<file path="config.mk">
export PLATFORM = sky130hd
export DESIGN_NAME = twoc_timer
export DESIGN_NICKNAME = d
export VERILOG_FILES = /design/src/hdl/twoc_out_chan.v /design/src/hdl/twoc_timer.v
export VERILOG_INCLUDE_DIRS = /design/src /design/src/shared
export SDC_FILE = /design/constraint.sdc
export NUM_CORES = 1
export LEC_CHECK = 0
export BUFFER_PORTS_ARGS = -buffer_cell sky130_fd_sc_hd__buf_4
export CORE_UTILIZATION = 55
export CTS_CLUSTER_DIAMETER = 50
export DETAILED_ROUTE_END_ITERATION = 10
export GPL_TIMING_DRIVEN = 0
export PLACE_DENSITY_LB_ADDON = 0.08
export REMOVE_ABC_BUFFERS = 1
export SKIP_CTS_REPAIR_TIMING = 1
export SYNTH_ARGS = -nofsm -noshare
export SYNTH_HDL_FRONTEND = slang
export SYNTH_SLANG_ARGS = --single-unit
</file>
<file path="constraint.sdc">
create_clock -name pclk -period 5.8 [get_ports pclk]
set_input_delay 0.87 -clock pclk [delete_from_list [all_inputs] [get_ports pclk]]
set_output_delay 0.87 -clock pclk [all_outputs]
set_load 0.05 [all_outputs]
</file>
<file path="src/shared/twoc_defs.vh">
/*
 * Offsets, field positions, reset values and mode codes for the timer
 * waveform output control block.
 * Assumes inclusion by bare name from plain Verilog-2005 design files.
 */
`ifndef TWOC_DEFS_VH
`define TWOC_DEFS_VH

// ==========================================================
// Register byte offsets on APB
`define TWOC_OFS_CTRL_A     8'h00
`define TWOC_OFS_CTRL_B     8'h04
`define TWOC_OFS_CMP_A      8'h08
`define TWOC_OFS_CMP_B      8'h0C
`define TWOC_OFS_COUNT      8'h10
`define TWOC_OFS_STATUS     8'h14

// ==========================================================
// Field positions
`define TWOC_CA_ACT_HI      7
`define TWOC_CA_ACT_LO      6
`define TWOC_CB_ACT_HI      5
`define TWOC_CB_ACT_LO      4
`define TWOC_WGM_LOW_HI     1
`define TWOC_WGM_LOW_LO     0
`define TWOC_WGM_HIGH_BIT   3
`define TWOC_RUN_BIT        0
`define TWOC_CTRL_A_MASK    8'hF3
`define TWOC_CTRL_B_MASK    8'h09

// ==========================================================
// Reset values and counts
`define TWOC_RST_BYTE       8'h00
`define TWOC_MAX            8'hFF
`define TWOC_BOTTOM         8'h00

// ==========================================================
// Waveform modes
`define TWOC_M_NORMAL       3'h0
`define TWOC_M_PC_FF        3'h1
`define TWOC_M_CTC          3'h2
`define TWOC_M_FAST_FF      3'h3
`define TWOC_M_RSV4         3'h4
`define TWOC_M_PC_CA        3'h5
`define TWOC_M_RSV6         3'h6
`define TWOC_M_FAST_CA      3'h7

`endif

</file>
<file path="src/hdl/twoc_out_chan.v">
/*
 * One compare output channel: decodes the compare action code against
 * the waveform class and drives the output latch.
 * Assumes match, bottom and top strobes from the counter on pclk.
 */
`timescale 1ns/1ns
module twoc_out_chan #(
    parameter IS_A = 1
) (
    // Clock and reset
    input  wire       pclk,
    input  wire       presetn,
    // Configuration
    input  wire [1:0] action,
    input  wire       mode_hi,
    input  wire       non_pwm,
    input  wire       fast,
    input  wire       phase,
    // Counter events
    input  wire       match,
    input  wire       cmp_is_top,
    input  wire       at_bottom,
    input  wire       at_top,
    input  wire       counting_up,
    // Output
    output reg        level_r,
    output reg        drive_r
);

    reg level_nxt;
    reg drive_nxt;
    reg special;

    // ==========================================================
    // Output level decode
    always @* begin
        level_nxt = level_r;
        drive_nxt = 1'b0;
        special   = action[1] & cmp_is_top;
        if (non_pwm) begin
            drive_nxt = |action;
            if (match && action == 2'b01)
                level_nxt = ~level_r;
            else if (match && action[1])
                level_nxt = action[0];
        end else if (action == 2'b01) begin
            drive_nxt = (IS_A != 0) && mode_hi;
            if (drive_nxt && match)
                level_nxt = ~level_r;
        end else if (action[1]) begin
            drive_nxt = 1'b1;
            if (fast) begin
                if (at_bottom)
                    level_nxt = ~action[0];
                else if (match && !special)
                    level_nxt = action[0];
            end else if (phase) begin
                if (special && at_top)
                    level_nxt = ~action[0];
                else if (match && !special)
                    level_nxt = counting_up ? action[0] : ~action[0];
            end
        end
    end

    always @(posedge pclk or negedge presetn) begin
        if (!presetn) begin
            level_r <= 1'b0;
            drive_r <= 1'b0;
        end else begin
            level_r <= level_nxt;
            drive_r <= drive_nxt;
        end
    end

endmodule // twoc_out_chan

</file>
<file path="src/hdl/twoc_timer.v">
/*
 * Timer waveform output control: APB register file, 8-bit counter with
 * four waveform classes, and two compare output channels.
 * Assumes an APB master on pclk and port logic outside that mixes the
 * output override with the pin's direction bit.
 */
// Decided for this implementation: the APB interface to the registers and the address map.
`timescale 1ns/1ns
`include "twoc_defs.vh"
module twoc_timer (
    // APB clock and reset
    input  wire        pclk,
    input  wire        presetn,
    // APB slave
    input  wire        psel,
    input  wire        penable,
    input  wire        pwrite,
    input  wire [7:0]  paddr,
    input  wire [31:0] pwdata,
    output reg  [31:0] prdata,
    output reg         pready,
    output reg         pslverr,
    // Compare outputs
    output wire        compare_out_a_pin,
    output wire        compare_out_a_override,
    output wire        compare_out_b_pin,
    output wire        compare_out_b_override,
    // Counter status
    output reg         overflow_flag
);

    reg  [7:0] timer_control_a_r;
    reg  [3:0] timer_control_b_r;
    reg  [7:0] cmp_a_buf_r;
    reg  [7:0] cmp_b_buf_r;
    reg  [7:0] compare_value_a_r;
    reg  [7:0] compare_value_b_r;
    reg  [7:0] count_r;
    reg  [7:0] count_nxt;
    reg        down_r;
    reg        down_nxt;
    reg        ovf_nxt;
    reg  [7:0] top;
    reg        load_now;
    reg  [31:0] rdata_nxt;
    reg        err_nxt;

    wire       run;
    wire       wr_cnt;
    wire [2:0] waveform_mode_select;
    wire       non_pwm;
    wire       fast;
    wire       phase;
    wire       at_top;
    wire       at_bottom;
    wire       acc;

    // ==========================================================
    // Mode decode
    // Three-bit mode
    assign waveform_mode_select = {
        timer_control_b_r[`TWOC_WGM_HIGH_BIT],
        timer_control_a_r[`TWOC_WGM_LOW_HI:`TWOC_WGM_LOW_LO]};
    assign run     = timer_control_b_r[`TWOC_RUN_BIT];
    assign non_pwm = (waveform_mode_select == `TWOC_M_NORMAL) ||
                     (waveform_mode_select == `TWOC_M_CTC);
    assign fast    = (waveform_mode_select == `TWOC_M_FAST_FF) ||
                     (waveform_mode_select == `TWOC_M_FAST_CA);
    assign phase   = (waveform_mode_select == `TWOC_M_PC_FF) ||
                     (waveform_mode_select == `TWOC_M_PC_CA);

    always @* begin
        if (waveform_mode_select == `TWOC_M_CTC ||
            waveform_mode_select == `TWOC_M_PC_CA ||
            waveform_mode_select == `TWOC_M_FAST_CA)
            top = compare_value_a_r;
        else
            top = `TWOC_MAX;
    end

    assign at_top    = run && (count_r == top);
    assign at_bottom = run && (count_r == `TWOC_BOTTOM);

    // ==========================================================
    // APB access
    assign acc    = psel && penable;
    assign wr_cnt = acc && pwrite && (paddr == `TWOC_OFS_COUNT);

    always @* begin
        rdata_nxt = 32'h00000000;
        err_nxt   = 1'b0;
        if (paddr == `TWOC_OFS_CTRL_A)
            rdata_nxt[7:0] = timer_control_a_r & `TWOC_CTRL_A_MASK;
        else if (paddr == `TWOC_OFS_CTRL_B)
            rdata_nxt[3:0] = timer_control_b_r;
        else if (paddr == `TWOC_OFS_CMP_A)
            rdata_nxt[7:0] = cmp_a_buf_r;
        else if (paddr == `TWOC_OFS_CMP_B)
            rdata_nxt[7:0] = cmp_b_buf_r;
        else if (paddr == `TWOC_OFS_COUNT)
            rdata_nxt[7:0] = count_r;
        else if (paddr == `TWOC_OFS_STATUS)
            rdata_nxt[1:0] = {down_r, overflow_flag};
        else
            err_nxt = 1'b1;
    end

    // One wait state: ready in the second access cycle
    always @(posedge pclk or negedge presetn) begin
        if (!presetn) begin
            pready  <= 1'b0;
            prdata  <= 32'h00000000;
            pslverr <= 1'b0;
        end else begin
            pready  <= psel && penable && !pready;
            prdata  <= (psel && !pwrite) ? rdata_nxt : 32'h00000000;
            pslverr <= psel && penable && !pready && err_nxt;
        end
    end

    always @(posedge pclk or negedge presetn) begin
        if (!presetn) begin
            timer_control_a_r <= `TWOC_RST_BYTE;
            timer_control_b_r <= 4'h0;
            cmp_a_buf_r       <= `TWOC_RST_BYTE;
            cmp_b_buf_r       <= `TWOC_RST_BYTE;
        end else if (acc && pwrite && pready) begin
            if (paddr == `TWOC_OFS_CTRL_A)
                timer_control_a_r <= pwdata[7:0] & `TWOC_CTRL_A_MASK;
            else if (paddr == `TWOC_OFS_CTRL_B)
                timer_control_b_r <= pwdata[3:0] & 4'h9;
            else if (paddr == `TWOC_OFS_CMP_A)
                cmp_a_buf_r <= pwdata[7:0];
            else if (paddr == `TWOC_OFS_CMP_B)
                cmp_b_buf_r <= pwdata[7:0];
        end
    end

    // ==========================================================
    // Compare value reload
    always @* begin
        if (non_pwm || !run)
            load_now = 1'b1;
        else if (phase)
            load_now = at_top;
        else if (fast)
            load_now = at_bottom;
        else
            load_now = 1'b0;
    end

    always @(posedge pclk or negedge presetn) begin
        if (!presetn) begin
            compare_value_a_r <= `TWOC_RST_BYTE;
            compare_value_b_r <= `TWOC_RST_BYTE;
        end else if (load_now) begin
            compare_value_a_r <= cmp_a_buf_r;
            compare_value_b_r <= cmp_b_buf_r;
        end
    end

    // ==========================================================
    // Counter and overflow flag
    always @* begin
        count_nxt = count_r;
        down_nxt  = down_r;
        ovf_nxt   = overflow_flag;
        // Clear first, so a set in the same cycle wins
        if (acc && pwrite && pready && paddr == `TWOC_OFS_STATUS &&
            pwdata[0])
            ovf_nxt = 1'b0;
        if (wr_cnt && pready) begin
            count_nxt = pwdata[7:0];
        end else if (run) begin
            if (phase) begin
                if (!down_r && count_r == top) begin
                    down_nxt  = 1'b1;
                    count_nxt = count_r - 8'h01;
                end else if (down_r && count_r == `TWOC_BOTTOM) begin
                    down_nxt  = 1'b0;
                    count_nxt = 8'h01;
                end else if (down_r) begin
                    count_nxt = count_r - 8'h01;
                end else begin
                    count_nxt = count_r + 8'h01;
                end
                if (down_r && count_r == `TWOC_BOTTOM)
                    ovf_nxt = 1'b1;
            end else begin
                down_nxt  = 1'b0;
                count_nxt = (count_r == top) ? `TWOC_BOTTOM
                                             : count_r + 8'h01;
                // Flag at top in mode 7
                if (waveform_mode_select == `TWOC_M_FAST_CA)
                    ovf_nxt = ovf_nxt | (count_r == top);
                else
                    ovf_nxt = ovf_nxt | (count_r == `TWOC_MAX);
            end
        end
    end

    always @(posedge pclk or negedge presetn) begin
        if (!presetn) begin
            count_r       <= `TWOC_BOTTOM;
            down_r        <= 1'b0;
            overflow_flag <= 1'b0;
        end else begin
            count_r       <= count_nxt;
            down_r        <= down_nxt;
            overflow_flag <= ovf_nxt;
        end
    end

    // ==========================================================
    // Output channels
    twoc_out_chan #(.IS_A(1)) u_chan_a (
        .pclk        (pclk),
        .presetn     (presetn),
        .action      (timer_control_a_r[`TWOC_CA_ACT_HI:`TWOC_CA_ACT_LO]),
        .mode_hi     (timer_control_b_r[`TWOC_WGM_HIGH_BIT]),
        .non_pwm     (non_pwm),
        .fast        (fast),
        .phase       (phase),
        .match       (run && count_r == compare_value_a_r),
        .cmp_is_top  (compare_value_a_r == top),
        .at_bottom   (at_bottom),
        .at_top      (at_top),
        .counting_up (!down_r && !(count_r == top && phase)),
        .level_r     (compare_out_a_pin),
        .drive_r     (compare_out_a_override)
    );

    twoc_out_chan #(.IS_A(0)) u_chan_b (
        .pclk        (pclk),
        .presetn     (presetn),
        .action      (timer_control_a_r[`TWOC_CB_ACT_HI:`TWOC_CB_ACT_LO]),
        .mode_hi     (timer_control_b_r[`TWOC_WGM_HIGH_BIT]),
        .non_pwm     (non_pwm),
        .fast        (fast),
        .phase       (phase),
        .match       (run && count_r == compare_value_b_r),
        .cmp_is_top  (compare_value_b_r == top),
        .at_bottom   (at_bottom),
        .at_top      (at_top),
        .counting_up (!down_r && !(count_r == top && phase)),
        .level_r     (compare_out_b_pin),
        .drive_r     (compare_out_b_override)
    );

endmodule // twoc_timer

</file>
==> summary.txt, run 1 <==
Global routing
  – Gr usage total: 28.8%
  – First-pass GRT wire length: 18100 µm
  – Initial antenna violation count: 0
  – Vias in the first global route: 3426
  – Congestion Overflow GR: 0
  – Pin count of the biggest net entering global routing: 65

Power and ir drop
  – Leak pwr: 2.10 nW
  – VDD IR max: 229 µV
  – Pwr dens: 297 nW/µm²

Floorplan
  – Core ar.: 7370 µm²
  – # rows: 31
  – Die height: 89.8 µm
  – Die width: 89.8 µm
  – Starting density of the core: 57.6%
  – Die ar.: 8070 µm²
  – Top Ports: 84

Critical path
  – Flop2flop setup slack: 2.43 ns
  – Endpoint class of the critical path: flop
  – CP Launch Type: flop
  – Crit Path Class: flop to flop
  – R2R cell count: 9
  – Worst path arrival time: 3.64 ns
  – Crit Path Max Fanout: 12
  – Crit path required time: 6.07 ns
  – FF-to-FF End: u_chan_b.level_r
  – Reg2Reg Launch Point: count_r[0]

Synthesis
  – Number of distinct library cells after synthesis: 60
  – FF+latch count, synth: 64
  – Synth warn: 0
  – Sequential fraction of the synthesis area: 37.7%
  – Top FF cell, synth: dfrtp_1
  – EDFF count, synth: 0
  – Mapped Cells: 467
  – Cell Area, Synth: 4240 µm²
  – Average cell area after synthesis: 9.09 µm²
  – Asr flop ratio synth: 100%

Hold path
  – Min-Delay Path Class: flop to flop
  – Startpoint of the worst hold path: pready
  – Hold depth: 1
  – Hold Path Sink: pready

Placed design
  – Dpl hpwl: 7840 µm
  – Gpl congestion: 0.938
  – Port Buffer Count: 35
  – Setup WS pre-CTS: 2.55 ns
  – Placed Cells: 570

STA
  – Tcrit/Tclk final: 58.1%
  – Worst setup margin: 2.43 ns
  – Fmax: 297 MHz
  – Max Slew Vio Count: 0
  – Final hold vios: 0
  – Worst slew margin: 38.9%
  – RSZ-0062 raised after global routing: false
  – Final Setup Violations: 0
  – Clock Skews: 0.0152 ns
  – Final TNS setup: 0 ns
  – WHS: 0.524 ns
  – Minimum clock period: 3.37 ns
  – Worst slew pin tran: 0.908 ns

Layout
  – Antenna fix cells: 0
  – Multi-input logic area: 2360 µm²
  – Final core occ: 63.2%
  – Share of layout cells above drive strength 1: 20.7%
  – Final cell count without fillers: 586
  – Fillers: 664
  – Commonest non-fill, non-tap cell in the layout: dfrtp_1
  – Nets: 529
  – Reg area: 1600 µm²
  – Layout area overhead: 9.82%
  – Most frequent cells in the layout: 64 x dfrtp_1, 50 x nor2_1, 43 x mux2_2

Outcome
  – Status: completed

Route
  – Drt first pass iters: 6
  – Initial drt markers: 225
  – Via density per instance: 6.29
  – Post-DRT Antenna Nets: 0
  – Detailed Route WL: 11200 µm
  – DR vias: 3686
  – DRC: 0
  – Mean routed wirelength per cell: 19.1 µm

Clock network
  – Clock Sinks: 64
  – CTS max path bufs: 2
  – CTS tree: built
  – Num CTS Buffers: 9
  – CTS H-Tree Depth: 3
  – Clk slew on worst S/H paths: 0.08 ns
  – CTS root buffer: clkbuf_8
  – Worst-skew pair later-pin latency: 0.35 ns

Flow run
  – MaxCap Viol Count: 0
[cell usage after synthesis, types with 9 or more instances]
cell type | n | area [µm²]
mux2_2 | 43 | 484
inv_1 | 12 | 45.0
a31oi_1 | 11 | 68.8
xnor2_1 | 18 | 158
nand2b_1 | 9 | 56.3
nor2b_1 | 9 | 56.3
buf_4 | 24 | 180
nor3_1 | 13 | 65.1
nor2_1 | 50 | 188
nand4_1 | 10 | 62.6
dfrtp_1 | 64 | 1600
nand3_1 | 15 | 75.1
a21oi_1 | 23 | 115
nand2_1 | 24 | 90.1
o21ai_0 | 14 | 70.1
clkbuf_1 | 20 | 75.1
[registers in the layout, indices dropped and copies added, names as in the netlist, 2 cells and up]
signal / cells
cmp_b_buf_r: 8
timer_control_b_r: 2
prdata: 8
cmp_a_buf_r: 8
count_r: 8
compare_value_b_r: 8
timer_control_a_r: 6
compare_value_a_r: 8
[report_power, final]
group | internal, mW | switching, mW | total, mW
Sequential | 0.472 | 0.109 | 0.581
Combinational | 0.138 | 0.183 | 0.320
Clock | 0.291 | 0.194 | 0.484
[cell families (layout without fill, tap and decap cells)]
logic type               Yosys count  in the layout  synth area share, %
AO/OA/AOI/OAI                     97             97                 15.4
flip-flops                        64             64                 37.7
AND/OR/NAND/NOR                  159            159                 18.7
buffers and inverters             67             64                 8.84
other                              1             24               0.0884
multiplexers                      51             51                 13.3
adder cells (fa/ha/maj)            2              2                0.590
XOR/XNOR                          26             26                 5.37
[how the worst max path moves through the flow]
stage	start	end	slack, ns	depth (start not counted)
6_report	count_r[0]	u_chan_b.level_r	2.43	9
2_1_floorplan	timer_control_a_r[0]	compare_value_a_r[0]	2.64	8
3_3_place_gp	timer_control_a_r[0]	compare_value_b_r[5]	1.76	8
5_1_grt	count_r[0]	u_chan_b.level_r	2.19	9
3_5_place_dp	count_r[0]	u_chan_b.level_r	2.55	9
4_1_cts	count_r[0]	u_chan_b.level_r	2.53	9
[routing by layer]
layer / vias up / GRT usage (%) / part of all wire (%) / wire length [µm]
met3: 40 / 4.99 / 6.0 / 676
met5: - / 0 / 0 / 0
met1: 1825 / 39.1 / 44 / 4860
met4: 0 / 16.4 / 4.0 / 448
met2: 155 / 43.6 / 46 / 5190
li1: 1666 / - / - / -
[final cells by class]
type                       instances  share of cell area, %
clock buffer                       9                   2.66
clock inverter                     7                   2.68
inverter                          12                  0.966
multi-input combinational        359                   50.7
sequential                        64                   34.4
tap                               99                   2.66
timing repair buffer              36                   5.96
[critical path: stages (launching register included)]
cell	delay, ns
dfrtp_1	0.56
inv_1	0.21
ha_1	0.21
nor3b_1	0.49
nand2_1	0.15
nor3_1	0.69
a41oi_1	0.30
nor3b_1	0.23
o31a_1	0.32
a31oi_1	0.13
[stage by stage]
stage               instance area, µm²  power, mW
global placement                  4390      0.896
CTS                               4660       1.38
global route                      4660       1.45
detailed placement                4410      0.901
finish                            4660       1.39
floorplan                         4000      0.794
(Power assumes the default switching activity.)
==> inputs of run 2 (changes only) <==
Clock period 5.8 ns to 3.31 ns, I/O delays scaled along.
==> run 2 against run 1 <==
  * Global-route usage unchanged
  * Count of clock-buffer cells in the layout unchanged
  * Via count down 0.54%
==> summary.txt, run 2 (synthesis gave the netlist of run 1 again) <==
Critical path
  – Critical Path Start: timer_control_a_r[1] (was count_r[0])
  – Crit Path Class: flop to flop (unchanged)
  – CP Launch Type: flop (unchanged)
  – FF-to-FF End: u_chan_b.level_r (unchanged)
  – Flop2flop setup slack: 0.22 ns (was 2.43 ns)
  – Endpoint class of the critical path: flop (unchanged)
  – R2R cell count: 8 (was 9)
  – CP endpoint: u_chan_b.level_r (unchanged)
  – Crit Path Max Fanout: 12 (unchanged)
  – Reg2Reg Launch Point: timer_control_a_r[1] (was count_r[0])
  – Crit path required time: 3.58 ns (was 6.07 ns)
  – Worst path arrival time: 3.36 ns (was 3.64 ns)

STA
  – Fmax: 323 MHz (was 297 MHz)
  – Clock Skews: 0.0153 ns (was 0.0152 ns)
  – Worst slew margin: 38.8% (was 38.9%)
  – Final TNS setup: 0 ns (unchanged)
  – Max Slew Vio Count: 0 (unchanged)
  – Worst slew pin tran: 0.911 ns (was 0.908 ns)
  – Tcrit/Tclk final: 93.4% (was 58.1%)
  – RSZ-0062 raised after global routing: false (unchanged)
  – Minimum clock period: 3.09 ns (was 3.37 ns)
  – Final hold vios: 0 (unchanged)
  – Final Setup Violations: 0 (unchanged)

Global routing
  – Pin count of the biggest net entering global routing: 65 (unchanged)
  – First-pass GRT wire length: 18100 µm (unchanged)
  – Congestion Overflow GR: 0 (unchanged)
  – Gr usage total: 28.8% (unchanged)
  – Vias in the first global route: 3426 (unchanged)
  – Initial antenna violation count: 0 (unchanged)

Floorplan
  – Die ar.: 8070 µm² (unchanged)
  – Die height: 89.8 µm (unchanged)
  – Starting density of the core: 57.6% (unchanged)
  – Core ar.: 7370 µm² (unchanged)
  – # rows: 31 (unchanged)
  – Die width: 89.8 µm (unchanged)
  – Top Ports: 84 (unchanged)

Flow run
  – MaxCap Viol Count: 0 (unchanged)

Power and ir drop
  – VDD IR max: 402 µV (was 229 µV)
  – Seq pwr share: 41.9% (about the same)
  – Pwr dens: 520 nW/µm² (was 297 nW/µm²)
  – Internal Power: 1.58 mW (was 901 µW)
  – NetSw: 848 µW (was 486 µW)
  – Combinational Power Share: 23.2% (was 23.1%)
  – Clk pwr share: 34.9% (about the same)
  – Power Total: 2.43 mW (was 1.39 mW)
  – Leak pwr: 2.10 nW (about the same)
  – Sw Ratio: 35.0% (about the same)

Route
  – Drt first pass iters: 6 (unchanged)
  – Initial drt markers: 225 (unchanged)
  – DR vias: 3666 (was 3686)
  – Via density per instance: 6.26 (was 6.29)
  – Mean routed wirelength per cell: 18.9 µm (was 19.1 µm)
  – Detailed Route WL: 11100 µm (was 11200 µm)
  – DRC: 0 (unchanged)
  – Post-DRT Antenna Nets: 0 (unchanged)

Clock network
  – Worst-skew pair later-pin latency: 0.35 ns (about the same)
  – Clock Sinks: 64 (unchanged)
  – Num CTS Buffers: 9 (unchanged)
  – CTS root buffer: clkbuf_8 (unchanged)
  – CTS H-Tree Depth: 3 (unchanged)
  – CTS tree: built (unchanged)
  – CTS max path bufs: 2 (unchanged)
  – Clk slew on worst S/H paths: 0.08 ns (about the same)

Layout
  – Antenna fix cells: 0 (unchanged)
  – Most frequent cells in the layout: 63 x dfrtp_1, 50 x nor2_1, 43 x mux2_2 (was 64 x dfrtp_1, 50 x nor2_1, 43 x mux2_2)
  – Commonest non-fill, non-tap cell in the layout: dfrtp_1 (unchanged)
  – Layout area overhead: 9.96% (was 9.82%)
  – Nets: 529 (unchanged)
  – Cell area after layout: 4670 µm² (was 4660 µm²)
  – Share of layout cells above drive strength 1: 21.1% (was 20.7%)

Outcome
  – Status: completed (unchanged)

Placed design
  – Placed inst area: 4410 µm² (unchanged)
  – Dpl hpwl: 7840 µm (unchanged)
  – Port Buffer Count: 35 (unchanged)
  – Gpl congestion: 0.938 (unchanged)

Hold path
  – Min-Delay Path Class: input pin to asynchronous set/reset pin (was flop to flop)
==> run 2: how the worst min path moves through the flow <==
stage / from / end / slack [ns]
6_report: presetn / down_r / 0.20
5_1_grt: presetn / down_r / 0.28
4_1_cts: presetn / count_r[4] / 0.26
3_5_place_dp: pready / pready / 0.51
3_3_place_gp: pready / pready / 0.50
2_1_floorplan: presetn / cmp_a_buf_r[0] / 0.20
==> run 2: final cells by class <==
type | count | area (µm²)
clock inverters | 7 | 125
well taps | 99 | 124
flip-flops and latches | 64 | 1600
fillers | 662 | 2700
multi-input cells | 359 | 2370
repair buffers | 36 | 278
inverters | 12 | 45.0
clock buffers | 9 | 124
==> run 2: power groups by stage <==
| stage | sequential (mW) | clock (mW) | combinational (mW) |
|---|---|---|---|
| 2_1_floorplan | 0.987 | 0 | 0.405 |
| 3_3_place_gp | 1.02 | 0 | 0.547 |
| 3_5_place_dp | 1.02 | 0 | 0.555 |
| 4_1_cts | 1.01 | 0.862 | 0.557 |
| 5_1_grt | 1.02 | 0.895 | 0.625 |
| 6_report | 1.02 | 0.848 | 0.562 |
==> run 2: worst max-delay path, stage by stage, from the launching register on <==
cell and delay, ns:
dfrtp_1 0.58, or3b_1 0.53, and2_4 0.25, o22ai_1 0.17
nand3_1 0.27, or2_1 0.42, o31a_1 0.33, or3_1 0.31
a31oi_1 0.17
==> run 2: per-layer routing <==
layer  track usage (%)  wire length, µm  vias up
li1                  -                -     1668
met5                 0                0        -
met3              4.99              785       40
met1              39.1             4720     1769
met2              43.6             5150      189
met4              16.4              452        0
==> run 2: metrics by stage <==
stage          instances  hold slack (ns)  setup WS [ns]  util, %
2_1_floorplan        435            0.201          0.148        -
4_1_cts              586            0.259         0.0417     63.2
6_report             586            0.202          0.218     63.3
5_1_grt              586            0.283         0.0169     63.3
3_3_place_gp         569            0.500         -0.734     59.5
3_5_place_dp         570            0.510         0.0591     59.9
